--- src/design/pcm_pkg.sv ---
/*
  Shared constants, enumerations and state records of the current-mode pwm core.
  Assumes one 25 MHz clock; all comparator inputs arrive already synchronous to it.
*/
// ****************************************************************
// pcm_pkg: timing, modes and carriers
// ****************************************************************
package pcm_pkg;
  // clock and switching rates
  localparam int CLK_HZ = 25_000_000;
  localparam int SW_HZ = 65_000;
  localparam int JIT_HZ = 2_600;
  localparam int JIT_PERIOD_US = 4_000;
  localparam int DMAX_NUM = 3;
  localparam int DMAX_DEN = 4;
  // soft start timing
  localparam int SS_STEPS = 32;
  localparam int SS_STEP_US = 300;
  localparam int SS_TIME_MS = 10;
  // turn-on spike blanking and control-unit window
  localparam int LEB_NORM_NS = 220;
  localparam int LEB_BURST_NS = 180;
  localparam int BLANK_MS = 20;

  // derived cycle counts
  localparam int PERIOD_CYC = CLK_HZ / SW_HZ;
  localparam int JIT_DEV_CYC = PERIOD_CYC - CLK_HZ / (SW_HZ + JIT_HZ);
  localparam int JIT_STEP_CYC = (JIT_PERIOD_US * (CLK_HZ / 1_000_000)) / (4 * JIT_DEV_CYC);
  localparam int SS_STEP_CYC = SS_STEP_US * (CLK_HZ / 1_000_000);
  localparam int SS_TIME_CYC = SS_TIME_MS * (CLK_HZ / 1_000);
  localparam int BLANK_CYC = BLANK_MS * (CLK_HZ / 1_000);
  localparam int LEB_NORM_CYC = (LEB_NORM_NS * (CLK_HZ / 1_000_000) + 999) / 1000;
  localparam int LEB_BURST_CYC = (LEB_BURST_NS * (CLK_HZ / 1_000_000) + 999) / 1000;

  // widths
  localparam int CNT_W = 20;
  localparam int PER_W = 9;
  localparam int SS_W = 5;
  localparam logic [SS_W-1:0] SS_LAST = 5'(SS_STEPS - 1);
  localparam logic [PER_W-1:0] PERIOD_NOM = 9'(PERIOD_CYC);
  localparam logic signed [4:0] JIT_DEV = 5'(JIT_DEV_CYC);

  // operating modes
  typedef enum logic [2:0] {
    PCM_OFF = 3'b000,
    PCM_SOFT = 3'b001,
    PCM_RUN = 3'b010,
    PCM_BURST = 3'b011,
    PCM_RESTART = 3'b100
  } pcm_mode_e;

  // comparator results from the analog sense path
  typedef struct packed {
    logic feedback_trip;
    logic soft_start_trip;
    logic peak_limit;
    logic burst_limit;
    logic steep_slope;
  } pcm_sense_s;

  // oscillator state
  typedef struct packed {
    logic [PER_W-1:0] cnt;
    logic [PER_W-1:0] period;
    logic [PER_W-1:0] on_limit;
    logic signed [4:0] jit;
    logic up;
    logic [10:0] jtick;
    logic start;
    logic on_win;
  } pcm_osc_s;

  // core state
  typedef struct packed {
    pcm_mode_e mode;
    logic [SS_W-1:0] step;
    logic [CNT_W-1:0] ss_tick;
    logic [CNT_W-1:0] ss_time;
    logic latch;
    logic [2:0] blank;
    logic [PER_W-1:0] on_cnt;
    logic [CNT_W-1:0] burst_cnt;
    logic [CNT_W-1:0] ovl_cnt;
    logic ext_wait;
    logic fast_thr;
    logic sink;
    logic bias;
    logic burst;
    logic restart;
    logic blanking;
  } pcm_core_s;

  localparam pcm_osc_s OSC_RST = '{cnt: '0, period: 9'(PERIOD_CYC),
                                   on_limit: 9'((PERIOD_CYC * DMAX_NUM) / DMAX_DEN),
                                   jit: '0, up: 1'b1, jtick: '0, start: 1'b0, on_win: 1'b0};
  localparam pcm_core_s CORE_RST = '0;
endpackage : pcm_pkg

--- src/design/pcm_osc.sv ---
/*
  Fixed-frequency oscillator with triangular period jitter and maximum duty window.
  Assumes the parent enables jitter only in normal or burst operation.
*/
`timescale 1ns/1ps
`default_nettype none
// ****************************************************************
// pcm_osc: cycle timebase
// ****************************************************************
module pcm_osc (
  input wire logic mclk_i,
  input wire logic rst_i,
  input wire logic jit_en_i,
  output logic cyc_start_o,
  output logic on_window_o,
  output logic [pcm_pkg::PER_W-1:0] period_o
);
  pcm_pkg::pcm_osc_s st;
  pcm_pkg::pcm_osc_s next_st;

  // on-time cap as a fraction of the period
  function automatic logic [pcm_pkg::PER_W-1:0] dmax_cycles(input logic [pcm_pkg::PER_W-1:0] p);
    logic [11:0] prod;
    prod = 12'(p) * 12'(pcm_pkg::DMAX_NUM);
    return 9'(prod / 12'(pcm_pkg::DMAX_DEN));
  endfunction : dmax_cycles

  // jitter walk, period counter, duty window
  always_comb begin
    next_st = st;
    next_st.start = 1'b0;
    if (!jit_en_i) begin
      next_st.jit = '0; // fixed frequency outside normal run and burst
      next_st.up = 1'b1;
      next_st.jtick = '0;
      next_st.period = pcm_pkg::PERIOD_NOM;
    end else if (st.jtick == 11'(pcm_pkg::JIT_STEP_CYC - 1)) begin
      next_st.jtick = '0; // triangle up and down over one jitter period
      if (st.up) begin
        if (st.jit == pcm_pkg::JIT_DEV) begin
          next_st.up = 1'b0;
          next_st.jit = st.jit - 5'sd1;
        end else begin
          next_st.jit = st.jit + 5'sd1;
        end
      end else begin
        if (st.jit == -pcm_pkg::JIT_DEV) begin
          next_st.up = 1'b1;
          next_st.jit = st.jit + 5'sd1;
        end else begin
          next_st.jit = st.jit - 5'sd1;
        end
      end
    end else begin
      next_st.jtick = st.jtick + 11'd1;
    end
    if (st.cnt >= st.period - 9'd1) begin
      next_st.cnt = '0; // new switching cycle
      next_st.start = 1'b1;
      if (jit_en_i) begin
        next_st.period = 9'(pcm_pkg::PERIOD_NOM + 9'(signed'(st.jit)));
      end
    end else begin
      next_st.cnt = st.cnt + 9'd1;
    end
    next_st.on_limit = dmax_cycles(next_st.period);
    next_st.on_win = next_st.cnt < next_st.on_limit; // duty window
  end

  // state register
  always_ff @(posedge mclk_i) begin
    if (rst_i) begin
      st <= pcm_pkg::OSC_RST;
    end else begin
      st <= next_st;
    end
  end

  assign cyc_start_o = st.start;
  assign on_window_o = st.on_win;
  assign period_o = st.period;
endmodule : pcm_osc
`default_nettype wire

--- src/design/pcm_core.sv ---
/*
  Peak-current-mode pwm core: soft start, pulse latch, blanking, current limits,
  burst and overload windows. Instantiates the oscillator.
  Assumes supply comparators and sense comparators are synchronous levels, and that
  rst_i is driven by supply undervoltage lockout.
*/
`timescale 1ns/1ps
`default_nettype none
// ****************************************************************
// pcm_core: top of the pwm block
// ****************************************************************
module pcm_core #(
  parameter int unsigned SS_STEP_CYC = pcm_pkg::SS_STEP_CYC,
  parameter int unsigned SS_TIME_CYC = pcm_pkg::SS_TIME_CYC,
  parameter int unsigned BLANK_CYC = pcm_pkg::BLANK_CYC
) (
  input wire logic mclk_i,
  input wire logic rst_i,
  input wire logic supply_on_i,
  input wire logic supply_off_i,
  input wire pcm_pkg::pcm_sense_s sense_i,
  input wire logic burst_request_i,
  input wire logic overload_i,
  input wire logic extend_enable_i,
  input wire logic extend_done_i,
  input wire logic restart_i,
  output logic gate_o,
  output logic [pcm_pkg::SS_W-1:0] soft_start_level_o,
  output logic soft_sink_on_o,
  output logic bias_on_o,
  output logic burst_active_o,
  output logic burst_limit_enable_o,
  output logic auto_restart_o,
  output logic blanking_o,
  output logic fast_threshold_o
);
  pcm_pkg::pcm_core_s st;
  pcm_pkg::pcm_core_s next_st;
  localparam int CNT_W = pcm_pkg::CNT_W;
  logic cyc_start;
  logic on_window;
  logic [pcm_pkg::PER_W-1:0] period;
  logic switching;
  logic set_req;
  logic blank_now;
  logic fb_rst;
  logic ss_rst;
  logic pk_rst;
  logic bl_rst;
  logic cap_rst;
  logic rst_req;
  logic [pcm_pkg::PER_W-1:0] on_next;
  logic [pcm_pkg::PER_W-1:0] ss_cap;

  // soft start on-time cap: step/32 of the duty window
  function automatic logic [pcm_pkg::PER_W-1:0] soft_cap(input logic [pcm_pkg::PER_W-1:0] p,
                                                         input logic [pcm_pkg::SS_W-1:0] s);
    logic [11:0] lim;
    logic [16:0] prod;
    lim = (12'(p) * 12'(pcm_pkg::DMAX_NUM)) / 12'(pcm_pkg::DMAX_DEN);
    prod = 17'(lim) * 17'(s);
    return 9'(prod >> pcm_pkg::SS_W);
  endfunction : soft_cap

  // ****************************************************************
  // oscillator
  // ****************************************************************
  pcm_osc u_osc (
    .mclk_i(mclk_i),
    .rst_i(rst_i),
    .jit_en_i(st.mode == pcm_pkg::PCM_RUN || st.mode == pcm_pkg::PCM_BURST),
    .cyc_start_o(cyc_start),
    .on_window_o(on_window),
    .period_o(period)
  );

  // ****************************************************************
  // pulse latch and its reset sources
  // ****************************************************************
  // latch requests from oscillator and comparators
  always_comb begin
    switching = (st.mode == pcm_pkg::PCM_SOFT || st.mode == pcm_pkg::PCM_RUN ||
                 st.mode == pcm_pkg::PCM_BURST) && !supply_off_i;
    set_req = cyc_start && switching;
    blank_now = set_req || (st.blank != 3'd0);
    fb_rst = !blank_now && sense_i.feedback_trip;
    ss_rst = !blank_now && sense_i.soft_start_trip && (st.mode == pcm_pkg::PCM_SOFT);
    pk_rst = !blank_now && sense_i.peak_limit;
    bl_rst = !blank_now && sense_i.burst_limit && (st.mode == pcm_pkg::PCM_BURST);
    on_next = set_req ? 9'd0 : (st.latch ? st.on_cnt + 9'd1 : st.on_cnt);
    ss_cap = soft_cap(period, st.step);
    cap_rst = (st.mode == pcm_pkg::PCM_SOFT) && (on_next >= ss_cap);
    rst_req = fb_rst || ss_rst || pk_rst || bl_rst || cap_rst || !on_window || !switching;
  end

  // ****************************************************************
  // next state
  // ****************************************************************
  // modes, soft start counters, control-unit windows
  always_comb begin
    next_st = st;
    next_st.latch = (st.latch || set_req) && !rst_req;
    next_st.on_cnt = on_next;
    next_st.fast_thr = sense_i.steep_slope;
    if (set_req) begin
      next_st.blank = (st.mode == pcm_pkg::PCM_BURST) ? 3'(pcm_pkg::LEB_BURST_CYC)
                                                      : 3'(pcm_pkg::LEB_NORM_CYC);
    end else if (st.blank != 3'd0) begin
      next_st.blank = st.blank - 3'd1;
    end
    unique case (st.mode)
      pcm_pkg::PCM_OFF: begin
        if (supply_on_i) begin
          next_st.mode = pcm_pkg::PCM_SOFT;
          next_st.step = '0;
          next_st.ss_tick = '0;
          next_st.ss_time = '0;
        end
      end
      pcm_pkg::PCM_SOFT: begin
        if (st.ss_tick == CNT_W'(SS_STEP_CYC - 1)) begin
          next_st.ss_tick = '0;
          if (st.step != pcm_pkg::SS_LAST) begin
            next_st.step = st.step + 5'd1;
          end
        end else begin
          next_st.ss_tick = st.ss_tick + 20'd1;
        end
        if (st.ss_time == CNT_W'(SS_TIME_CYC - 1)) begin
          next_st.mode = pcm_pkg::PCM_RUN;
        end else begin
          next_st.ss_time = st.ss_time + 20'd1;
        end
      end
      pcm_pkg::PCM_RUN: begin
        if (overload_i) begin
          next_st.burst_cnt = '0;
          if (st.ovl_cnt != CNT_W'(BLANK_CYC - 1)) begin
            next_st.ovl_cnt = st.ovl_cnt + 20'd1;
          end else if (extend_enable_i && !extend_done_i) begin
            next_st.ext_wait = 1'b1;
          end else begin
            next_st.mode = pcm_pkg::PCM_RESTART;
            next_st.ovl_cnt = '0;
            next_st.ext_wait = 1'b0;
          end
        end else begin
          next_st.ovl_cnt = '0;
          next_st.ext_wait = 1'b0;
          if (!burst_request_i) begin
            next_st.burst_cnt = '0;
          end else if (st.burst_cnt != CNT_W'(BLANK_CYC - 1)) begin
            next_st.burst_cnt = st.burst_cnt + 20'd1;
          end else begin
            next_st.mode = pcm_pkg::PCM_BURST;
            next_st.burst_cnt = '0;
          end
        end
      end
      pcm_pkg::PCM_BURST: begin
        if (!burst_request_i) begin
          next_st.mode = pcm_pkg::PCM_RUN;
        end
      end
      pcm_pkg::PCM_RESTART: begin
        if (restart_i) begin
          next_st.mode = pcm_pkg::PCM_SOFT;
          next_st.step = '0;
          next_st.ss_tick = '0;
          next_st.ss_time = '0;
        end
      end
      default: begin
        next_st.mode = pcm_pkg::PCM_OFF;
      end
    endcase
    // supply turn-off overrides everything
    if (supply_off_i) begin
      next_st.mode = pcm_pkg::PCM_OFF;
      next_st.step = '0;
      next_st.ss_tick = '0;
      next_st.ss_time = '0;
      next_st.burst_cnt = '0;
      next_st.ovl_cnt = '0;
      next_st.ext_wait = 1'b0;
    end
    // registered output flags
    next_st.sink = next_st.mode == pcm_pkg::PCM_SOFT;
    next_st.bias = next_st.mode == pcm_pkg::PCM_SOFT || next_st.mode == pcm_pkg::PCM_RUN;
    next_st.burst = next_st.mode == pcm_pkg::PCM_BURST;
    next_st.restart = next_st.mode == pcm_pkg::PCM_RESTART;
    next_st.blanking = next_st.blank != 3'd0;
  end

  // state register
  always_ff @(posedge mclk_i) begin
    if (rst_i) begin
      st <= pcm_pkg::CORE_RST;
    end else begin
      st <= next_st;
    end
  end

  // outputs straight from state
  assign gate_o = st.latch;
  assign soft_start_level_o = st.step;
  assign soft_sink_on_o = st.sink;
  assign bias_on_o = st.bias;
  assign burst_active_o = st.burst;
  assign burst_limit_enable_o = st.burst;
  assign auto_restart_o = st.restart;
  assign blanking_o = st.blanking;
  assign fast_threshold_o = st.fast_thr;
endmodule : pcm_core
`default_nettype wire

--- config.mk ---
export PLATFORM = sky130hd
export DESIGN_NAME = pcm_core
export DESIGN_NICKNAME = d
export VERILOG_FILES = /design/src/design/pcm_pkg.sv /design/src/design/pcm_osc.sv /design/src/design/pcm_core.sv
export SDC_FILE = /design/constraint.sdc
export NUM_CORES = 1
export LEC_CHECK = 0
export BUFFER_PORTS_ARGS = -buffer_cell sky130_fd_sc_hd__buf_2
export CAP_MARGIN = 30
export CORE_UTILIZATION = 40
export DETAILED_ROUTE_END_ITERATION = 8
export GPL_TIMING_DRIVEN = 0
export HOLD_SLACK_MARGIN = 0.03
export PLACE_DENSITY = 0.67
export SKIP_LAST_GASP = 1
export SYNTH_ARGS = -nofsm -noshare
export SYNTH_HDL_FRONTEND = slang
export SYNTH_HIERARCHICAL = 1
export SYNTH_SLANG_ARGS = --single-unit
export TNS_END_PERCENT = 100
--- constraint.sdc ---
create_clock -name mclk_i -period 5.6 [get_ports mclk_i]
set_input_delay 0.56 -clock mclk_i [delete_from_list [all_inputs] [get_ports mclk_i]]
set_output_delay 0.56 -clock mclk_i [all_outputs]
set_load 0.01 [all_outputs]
==> results of run 1 <==
## per-stage QoR
stage / hold WS, ps / TNS (ps)
3_5_place_dp: 468 / -1450
3_3_place_gp: 461 / -1230
2_1_floorplan: 449 / 0
4_1_cts: 332 / -3.47
6_report: 342 / 0
5_1_grt: 335 / -240
## state kept, by name, indices dropped and copies added (netlist names), 5 cells and up
register            cells
soft_start_level_o      5
u_osc/period_o          9
st                     95
u_osc/st               26
## placed cells by master, fill, tap and decap left out, types with 35 or more instances in the layout
master and count:
inv_1 52, buf_4 35, nand4_1 36, ha_1 70
xor2_1 69, dfxtp_1 139, xnor2_1 41, nor2_1 170
nand3_1 40, nand2_1 92
## routing by layer
metal  share of wire [%]  global-route usage (%)  routed length, µm  vias to the layer above
met3                 2.3                    2.96                484                       12
met5                   0                       0                  0                        -
li1                    -                       -                  -                     4107
met2                  48                    28.8               9970                       99
met4                0.94                    4.48                194                        0
met1                  48                    23.5               9970                     3806
## kinds of logic (layout without fill, tap and decap cells)
kind of cell / count (synthesis) / in the layout / share of synthesized area [%]
AOI/OAI and AO/OA: 147 / 147 / 9.93
buffers and inverters: 103 / 183 / 4.89
xor gates and xnor gates: 115 / 115 / 10.6
and+or+nand+nor: 536 / 536 / 28.2
muxes: 12 / 12 / 1.26
DFF: 144 / 144 / 30.2
adders and majority gates: 101 / 101 / 15.0
## power by group through the flow
stage	sequential, mW	combinational (mW)	clock, mW
after floorplan	1.08	0.104	0
after global placement	1.07	0.140	0
after detailed placement	1.08	0.141	0
after CTS	1.05	0.144	1.21
after global routing	1.05	0.169	1.25
final	1.05	0.145	1.18
## area by class of cell
class                   count  area, µm²  share of cell area (%)
inverters                  56        213                    1.89
well taps                 319        399                    3.54
repair buffers             48        295                    2.62
clock inverters            15        186                    1.65
clock buffers              17        425                    3.77
plain buffers              47        264                    2.34
flip-flops and latches    144       2900                    25.7
multi-input cells         911       6590                    58.4
## worst min path at each step
stage	endpoint	depth (start not counted)	from	slack [ps]
2_1_floorplan	st[28]	2	st[28]	450
5_1_grt	fast_threshold_o	2	sense_i[0]	330
4_1_cts	fast_threshold_o	2	sense_i[0]	330
3_3_place_gp	st[28]	2	st[28]	460
6_report	fast_threshold_o	2	sense_i[0]	340
3_5_place_dp	st[28]	2	st[28]	470
## repair_timing
item                                   CTS  global route
resized for setup                       58            46
setup endpoints to repair                2             2
pin swaps                               33            50
buffers inserted                        15             7
endpoints found under the hold margin    0             0
==> run summary, run 1 <==
Main synth FF type -> dfxtp_1
Gpl congestion -> 0.820
Power Total -> 2.38 mW
Initial antenna violation count -> 0
Largest net degree at the start of global routing -> 17
Seq pwr share -> 44.2%
Switching power total -> 0.598 mW
Worst slew margin -> 41.3%
Die area -> 24500 µm²
Max cap viols -> 0
Core Util, Final -> 48.2%
Tmin final -> 5480 ps
Total number of vias -> 8024
CTS tree -> done
Crit path DAT -> 5820 ps
Gr ovfl total -> 0
Reg-to-reg startpoint -> u_osc/period_o[1]
Crit path depth -> 26
Pre-CTS setup slack -> -731 ps
Crit Path Max Fanout -> 4
Crit-path slowest cell -> fa_1
Worst setup path startpoint -> u_osc/period_o[1]
R2r endpoint -> gate_o
Setup crit end -> gate_o
Clk sinks -> 144
CP Capture Type -> flop
Synth Net Count -> 1273
Clock Path Buffers -> 2
Sw frac -> 25.2%
Placed inst area -> 10100 µm²
Worst slew pin tran -> 879 ps
Failing checks -> DRC
Synth async-reset ratio -> 0%
Synth top area share -> 30.2%
DR pass1 iterations -> 9
I/O pin cnt -> 27
Mapped Area -> 9540 µm²
Number of antenna-violating nets in the routed design -> 0
Post-synth EDFFs -> 0
CTS Buf Count -> 17
Startpoint Class -> flop
Die span in x -> 156 µm
Synthesized flop and latch total -> 144
# hold bufs at CTS -> 0
Area grow syn2layout -> 18.2%
PD cells -> 211 nW/µm²
Final hold vios -> 0
Count leader, synth -> nor2_1
Pint -> 1.78 mW
Worst-path clk slew -> 70 ps
Crit Path Category -> flop to flop
CP Buf/Inv Count -> 3
GRT Total Usage -> 17.5%
Syn_area_per_cell -> 8.24 µm²
CTS H-Tree Depth -> 4
Hold crit path type -> input pin to flop
Drt drc -> 1
HPWL after detailed placement -> 14700 µm
I/O Buffers -> 26
Vias/cell -> 5.15
Post-synth top cells -> nor2_1 (172), dfxtp_1 (144), nand2_1 (95)
Worst VDD drop -> 153 µV
Ant diodes -> 0
Power share of the combinational group -> 6.1%
Starting density of the core -> 40.8%
LEAKAGE -> 4.49 nW
First-pass GRT wire length -> 35100 µm
Drt first-iter violations -> 415
Setup ws final -> 119 ps
Final non-filler cell area -> 11300 µm²
Vias in the first global route -> 7428
Non-filler cells, final -> 1557
Rows -> 56
Dpl cells -> 1503
RSZ-0062 raised after global routing -> yes
Core ar. -> 23400 µm²
Syn Inst Count -> 1158
Worst R2R Path Depth -> 26
Drt wl/cell -> 13.2 µm
CP top delay family -> adder cells
Setup Skew -> 11.7 ps
FMAX -> 0.182 GHz
Die Height -> 156 µm
Worst skew pair latency -> 420 ps
Fin crit share -> 97.9%
Fraction of layout cells with a size suffix above 1 -> 15.8%
Clock power share -> 49.7%
Top post-synthesis cells by area -> dfxtp_1 (30%), ha_1 (10%), nor2_1 (6.8%), xor2_1 (6.3%), fa_1 (4.6%)
Sequential area share after synthesis -> 30.2%
Routed WL -> 20600 µm
CP peak stage delay -> 520 ps
Synth area leader -> dfxtp_1
Fill count -> 2252
Nets -> 1340
Post-synthesis cell type count -> 69
Final Setup Violations -> 0
Clock root buffer -> clkbuf_16
Status -> finished with violations
Slew Limit Fails -> 0
Reg2reg setup slack -> 120 ps
Yosys warns -> 6
Worst endpoint required time -> 5940 ps
Note: power is estimated with default switching activity, not from simulation.
==> run 2, diff against run 1 <==
Settings changed: CELL_PAD_IN_SITES_DETAIL_PLACEMENT from default to 1, CELL_PAD_IN_SITES_GLOBAL_PLACEMENT from default to 1, PLACE_DENSITY 0.67 to 0.82.
==> run summary, run 2 (synthesized netlist as in run 1, its figures left out) <==
Drt wl/cell -> 17.6 µm (+33%)
Status -> finished with violations
First-pass GRT wire length -> 44200 µm (+26%)
Total number of vias -> 8600 (+7.2%)
Register area -> 2900 µm² (about the same)
Slew Limit Fails -> 0 (unchanged)
Non-filler cells, final -> 1558 (+0.064%)
Pint -> 1.70 mW (-4.5%)
I/O pin cnt -> 27 (unchanged)
Area occupied by multi-input gates -> 6590 µm² (about the same)
Most frequent standard cell in the layout excluding fill and tap cells -> nor2_1
Largest net degree at the start of global routing -> 18 (+1)
Fraction of layout cells with a size suffix above 1 -> 15.6% (-0.17 points)
Drt drc -> 0 (-1)
Fill count -> 2804 (+25%)
Metal3 WL -> 722 µm (+49%)
Die Height -> 156 µm (unchanged)
Nets -> 1341 (+0.075%)
Die area -> 24500 µm² (unchanged)
FMAX -> 0.172 GHz (-5.8%)
Clk sinks -> 144 (unchanged)
Most flops, register -> st
Ant diodes -> 0 (unchanged)
Tmin final -> 5820 ps (+339 ps)
Clock Path Buffers -> 2 (unchanged)
Crit Path Max Fanout -> 4 (unchanged)
Number of flip-flops under the largest register name -> 95 (unchanged)
RSZ-0062 raised after global routing -> yes
CTS H-Tree Depth -> 4 (unchanged)
Number of antenna-violating nets in the routed design -> 0 (unchanged)
Core ar. -> 23400 µm² (unchanged)
Worst-path clk slew -> 70 ps (about the same)
Drt first-iter violations -> 444 (+7.0%)
Area grow syn2layout -> 18.0%
Final Setup Violations -> 2 (+2)
Sw frac -> 28.4% (+3.2 points)
Setup Skew -> 12.0 ps (+0.244 ps)
Worst skew pair latency -> 430 ps (about the same)
Max Used Layer -> met4
Clock root buffer -> clkbuf_16
Worst slew margin -> 36.9% (-4.3 points)
Fin crit share -> 104% (+6.0 points)
PD cells -> 211 nW/µm² (about the same)
CTS Buf Count -> 17 (unchanged)
Dpl cells -> 1503 (unchanged)
Crit path DAT -> 6170 ps (+350 ps)
Failing checks -> setup timing
GRT Total Usage -> 22.6% (+5.2 points)
Setup ws final -> -220 ps (-339 ps)
I/O Buffers -> 26 (unchanged)
Starting density of the core -> 40.8% (unchanged)
Startpoint Class -> flop
DR pass1 iterations -> 7 (-2)
Final hold vios -> 0 (unchanged)
Vias/cell -> 5.52 (+7.1%)
Post-Route M1 WL -> 11800 µm (+19%)
CTS tree -> done
Switching power total -> 0.673 mW (+12%)
Worst VDD drop -> 166 µV (+8.3%)
Max cap viols -> 0 (unchanged)
Worst endpoint required time -> 5950 ps (about the same)
Rows -> 56 (unchanged)
Worst slew pin tran -> 937 ps (+58.0 ps)
LEAKAGE -> 4.49 nW (about the same)
Power share of the combinational group -> 6.7% (+0.6 points)
Most frequent cells in the layout -> nor2_1 (169), dfxtp_1 (138), nand2_1 (93)
Vias in the first global route -> 8905 (+20%)
DR WL met2 -> 14200 µm (+42%)
Gr ovfl total -> 0 (unchanged)
Clock power share -> 48.9% (-0.8 points)
Seq pwr share -> 44.5% (+0.3 points)
Gpl congestion -> 0.796 (-2.9%)
Initial antenna violation count -> 0 (unchanged)
CP Capture Type -> flop
Hold crit path type -> input pin to flop
Power Total -> 2.37 mW (-0.24%)
Routed WL -> 27400 µm (+33%)
HPWL after detailed placement -> 17500 µm (+19%)
Die span in x -> 156 µm (unchanged)
Crit Path Category -> flop to flop
-- run 2: metal layers --
metal	track usage, %	vias to the layer above
met5	0	-
met4	6.58	0
met3	3.88	52
met2	41.8	146
met1	26.6	4284
li1	-	4118
-- run 2: path summary, 6_finish.rpt --
kind                       to  depth (start not counted)  slack [ps]         startpoint
max                    gate_o                         27        -220  u_osc/period_o[1]
min          fast_threshold_o                          2         340         sense_i[0]
max reg2reg            gate_o                         27        -220  u_osc/period_o[1]
min reg2reg            st[28]                          2         470             st[28]
-- run 2: worst max-delay path, cell delays in order (launching register included) --
cell and delay, ps:
dfxtp_4 390, buf_6 120, inv_2 40, fa_2 390
nor2b_2 140, o21ai_2 90, a21boi_2 240, o21ai_2 110
nor2b_4 160, xnor2_2 250, and2_4 190, fa_1 440
fa_1 620, fa_2 500, ha_4 300, o21a_1 130
o21a_1 190, nand4_1 120, o21ai_2 170, o21a_1 170
nor2_2 50, xnor2_2 140, ha_2 190, inv_2 50
a21oi_2 40, nor4b_2 270, o21ai_1 100, a41oi_1 160
-- run 2: through the flow --
step | instance area, µm² | hold slack (ps) | util, % | worst slack, ps | setup TNS (ps)
2_1_floorplan | 9550 | 449 | - | 17.3 | 0
3_3_place_gp | 10100 | 461 | 43.0 | -701 | -1360
3_5_place_dp | 10100 | 467 | 43.0 | -864 | -1690
4_1_cts | 11100 | 329 | 47.5 | -5.49 | -5.49
5_1_grt | 11300 | 337 | 48.1 | -415 | -761
6_report | 11300 | 337 | 48.1 | -220 | -375
-- run 2: repair_timing --
item,4_1_cts,5_1_grt
pin swaps,41,25
resized for setup,78,21
setup buffers,16,7
setup endpoints to repair,2,2
hold buffers,0,0
endpoints found under the hold margin,0,0
-- run 2: power groups by stage --
stage / sequential [mW] / clock (mW) / combinational [mW]
3_5_place_dp: 1.08 / 0 / 0.147
5_1_grt: 1.05 / 1.22 / 0.175
3_3_place_gp: 1.08 / 0 / 0.141
4_1_cts: 1.05 / 1.17 / 0.156
2_1_floorplan: 1.08 / 0 / 0.104
6_report: 1.05 / 1.16 / 0.159
-- run 2: layout make-up --
type | count | share of cell area (%)
multi-input combinational | 911 | 58.5
sequential | 144 | 25.8
clock buffer | 17 | 3.78
tap | 319 | 3.55
timing repair buffer | 49 | 2.69
buffer | 47 | 2.35
inverter | 56 | 1.89
clock inverter | 15 | 1.47
==> run 3, diff against run 2 <==
Settings changed: CTS_CLUSTER_SIZE from default to 16, SKIP_CTS_REPAIR_TIMING from default to 1.
==> run summary, run 3 (synthesized netlist as in run 1, its figures left out) <==
Status -> finished with violations
Failing checks -> setup timing
GRT Total Usage -> 20.9% (-1.8 points)
Worst endpoint required time -> 5870 ps (-80 ps)
Final Setup Violations -> 2 (unchanged)
Die span in x -> 156 µm (unchanged)
Setup TNS Final -> -835 ps (-460 ps)
Worst-path clk slew -> 70 ps (about the same)
Hold path start -> sense_i[0]
Tmin final -> 6240 ps (+423 ps)
First-pass GRT wire length -> 41400 µm (-6.4%)
CP Capture Type -> flop
Worst skew pair latency -> 440 ps (about the same)
Final hold vios -> 0 (unchanged)
Gpl congestion -> 0.796 (unchanged)
DR pass1 iterations -> 5 (-2)
Startpoint Class -> flop
Crit path DAT -> 6510 ps (+340 ps)
Area occupied by multi-input gates -> 6680 µm² (+1.4%)
Most flops, register -> st
Core Util, Final -> 48.9% (+0.77 points)
I/O pin cnt -> 27 (unchanged)
Worst setup path startpoint -> u_osc/period_o[2]
Crit-path slowest cell -> a2111oi_2
Clock root buffer -> clkbuf_16
I/O Buffers -> 26 (unchanged)
Vias/cell -> 5.62 (+1.8%)
Hold Crit Depth -> 2 (unchanged)
Final non-filler cell area -> 11400 µm² (+1.6%)
Fin crit share -> 111% (+7.6 points)
Nets -> 1351 (+0.75%)
Worst slew pin tran -> 957 ps (+19.2 ps)
Drt wl/cell -> 18.5 µm (+5.3%)
Reg-to-reg startpoint -> u_osc/period_o[2]
Placed inst area -> 10100 µm² (unchanged)
Power Total -> 2.38 mW (+0.40%)
Most frequent cells in the layout -> nor2_1 (166), dfxtp_1 (139), nand2_1 (92)
Starting density of the core -> 40.8% (unchanged)
Most frequent standard cell in the layout excluding fill and tap cells -> nor2_1
Vias in the first global route -> 8529 (-4.2%)
Core ar. -> 23400 µm² (unchanged)
Ant diodes -> 0 (unchanged)
Die area -> 24500 µm² (unchanged)
Crit Path Category -> flop to flop
Worst slew margin -> 35.7% (-1.3 points)
Crit Path Max Fanout -> 7 (+3)
LEAKAGE -> 4.56 nW (+1.6%)
RSZ-0062 raised after global routing -> yes
Reg2reg setup slack -> -640 ps (-420 ps)
Worst R2R Path Depth -> 26 (-3.7%)
Drt drc -> 0 (unchanged)
HPWL after detailed placement -> 17500 µm (unchanged)
Clock Path Buffers -> 2 (unchanged)
Non-filler cells, final -> 1568 (+0.64%)
Hold Path Sink -> fast_threshold_o
Register area -> 2900 µm² (about the same)
Max cap viols -> 0 (unchanged)
Number of flip-flops under the largest register name -> 95 (unchanged)
CTS H-Tree Depth -> 4 (unchanged)
Clk sinks -> 144 (unchanged)
CP peak stage delay -> 520 ps (-100 ps)
CTS tree -> done
FMAX -> 0.160 GHz (-6.8%)
Initial antenna violation count -> 0 (unchanged)
R2r endpoint -> u_osc/on_window_o
Area grow syn2layout -> 19.9%
Fraction of layout cells with a size suffix above 1 -> 17.1% (+1.6 points)
PD cells -> 208 nW/µm² (-1.2%)
Setup Skew -> 13.6 ps (+1.65 ps)
CTS Buf Count -> 17 (unchanged)
Fill count -> 2785 (-0.68%)
Hold crit path type -> input pin to flop
Gr ovfl total -> 0 (unchanged)
Slew Limit Fails -> 0 (unchanged)
Number of antenna-violating nets in the routed design -> 0 (unchanged)
Rows -> 56 (unchanged)
Largest net degree at the start of global routing -> 18 (unchanged)
Drt first-iter violations -> 509 (+15%)
Setup ws final -> -643 ps (-423 ps)
Total number of vias -> 8812 (+2.5%)
Worst VDD drop -> 181 µV (+8.8%)
Dpl cells -> 1503 (unchanged)
Routed WL -> 29000 µm (+6.0%)
Die Height -> 156 µm (unchanged)
Most common cell on crit path -> ha_1
[run 3: cell count changes in the layout (fill, tap and decap cells not counted), moves of 2 or more]
cell / previous run / this run
nor2_2: 2 / 4
nor2_1: 169 / 166
buf_4: 36 / 44
ha_1: 70 / 68
ha_4: 7 / 10
a21oi_2: 4 / 6
inv_2: 2 / 4
[run 3: per-stage QoR]
step | worst slack [ps] | hold slack, ps
detailed placement | -864 | 467
global route | -795 | 340
floorplan | 17.3 | 449
finish | -643 | 337
global placement | -701 | 461
CTS | -924 | 329
[run 3: layer usage]
layer  global-route usage (%)  part of all wire [%]  routed length (µm)
met1                     25.5                    41               12000
met2                     37.6                    52               14900
met4                     5.56                   3.9                1130
met3                     3.52                   3.2                 930
met5                        0                     0                   0
[run 3: final cells by class]
class	instances	area share, %
clock buffer	17	3.72
sequential	144	25.4
clock inverter	15	1.44
inverter	56	1.84
timing repair buffer	59	3.34
tap	319	3.49
multi-input combinational	911	58.4
buffer	47	2.42
[run 3: power by group]
part / switching (mW) / total (mW) / internal [mW]
combinational: 0.102 / 0.162 / 0.0608
clock: 0.565 / 1.16 / 0.599
sequential: 0.0141 / 1.05 / 1.04
total: 0.680 / 2.38 / 1.70
[run 3: worst max-delay path by stage]
| stage | slack (ps) | end | depth (start not counted) |
|---|---|---|---|
| floorplan | 20 | gate_o | 26 |
| global placement | -700 | gate_o | 26 |
| detailed placement | -860 | u_osc/on_window_o | 25 |
| CTS | -920 | gate_o | 26 |
| global route | -800 | u_osc/on_window_o | 26 |
| finish | -640 | u_osc/on_window_o | 26 |
[run 3: worst max-delay path: cells and delay by family, from the launching register on]
family | cells | cell delay [ps]
mux | 1 | 250
buf+inv | 5 | 670
fa+ha+maj | 3 | 1030
flops | 1 | 370
compound gates | 6 | 1860
xor+xnor | 1 | 200
simple gates | 10 | 1690
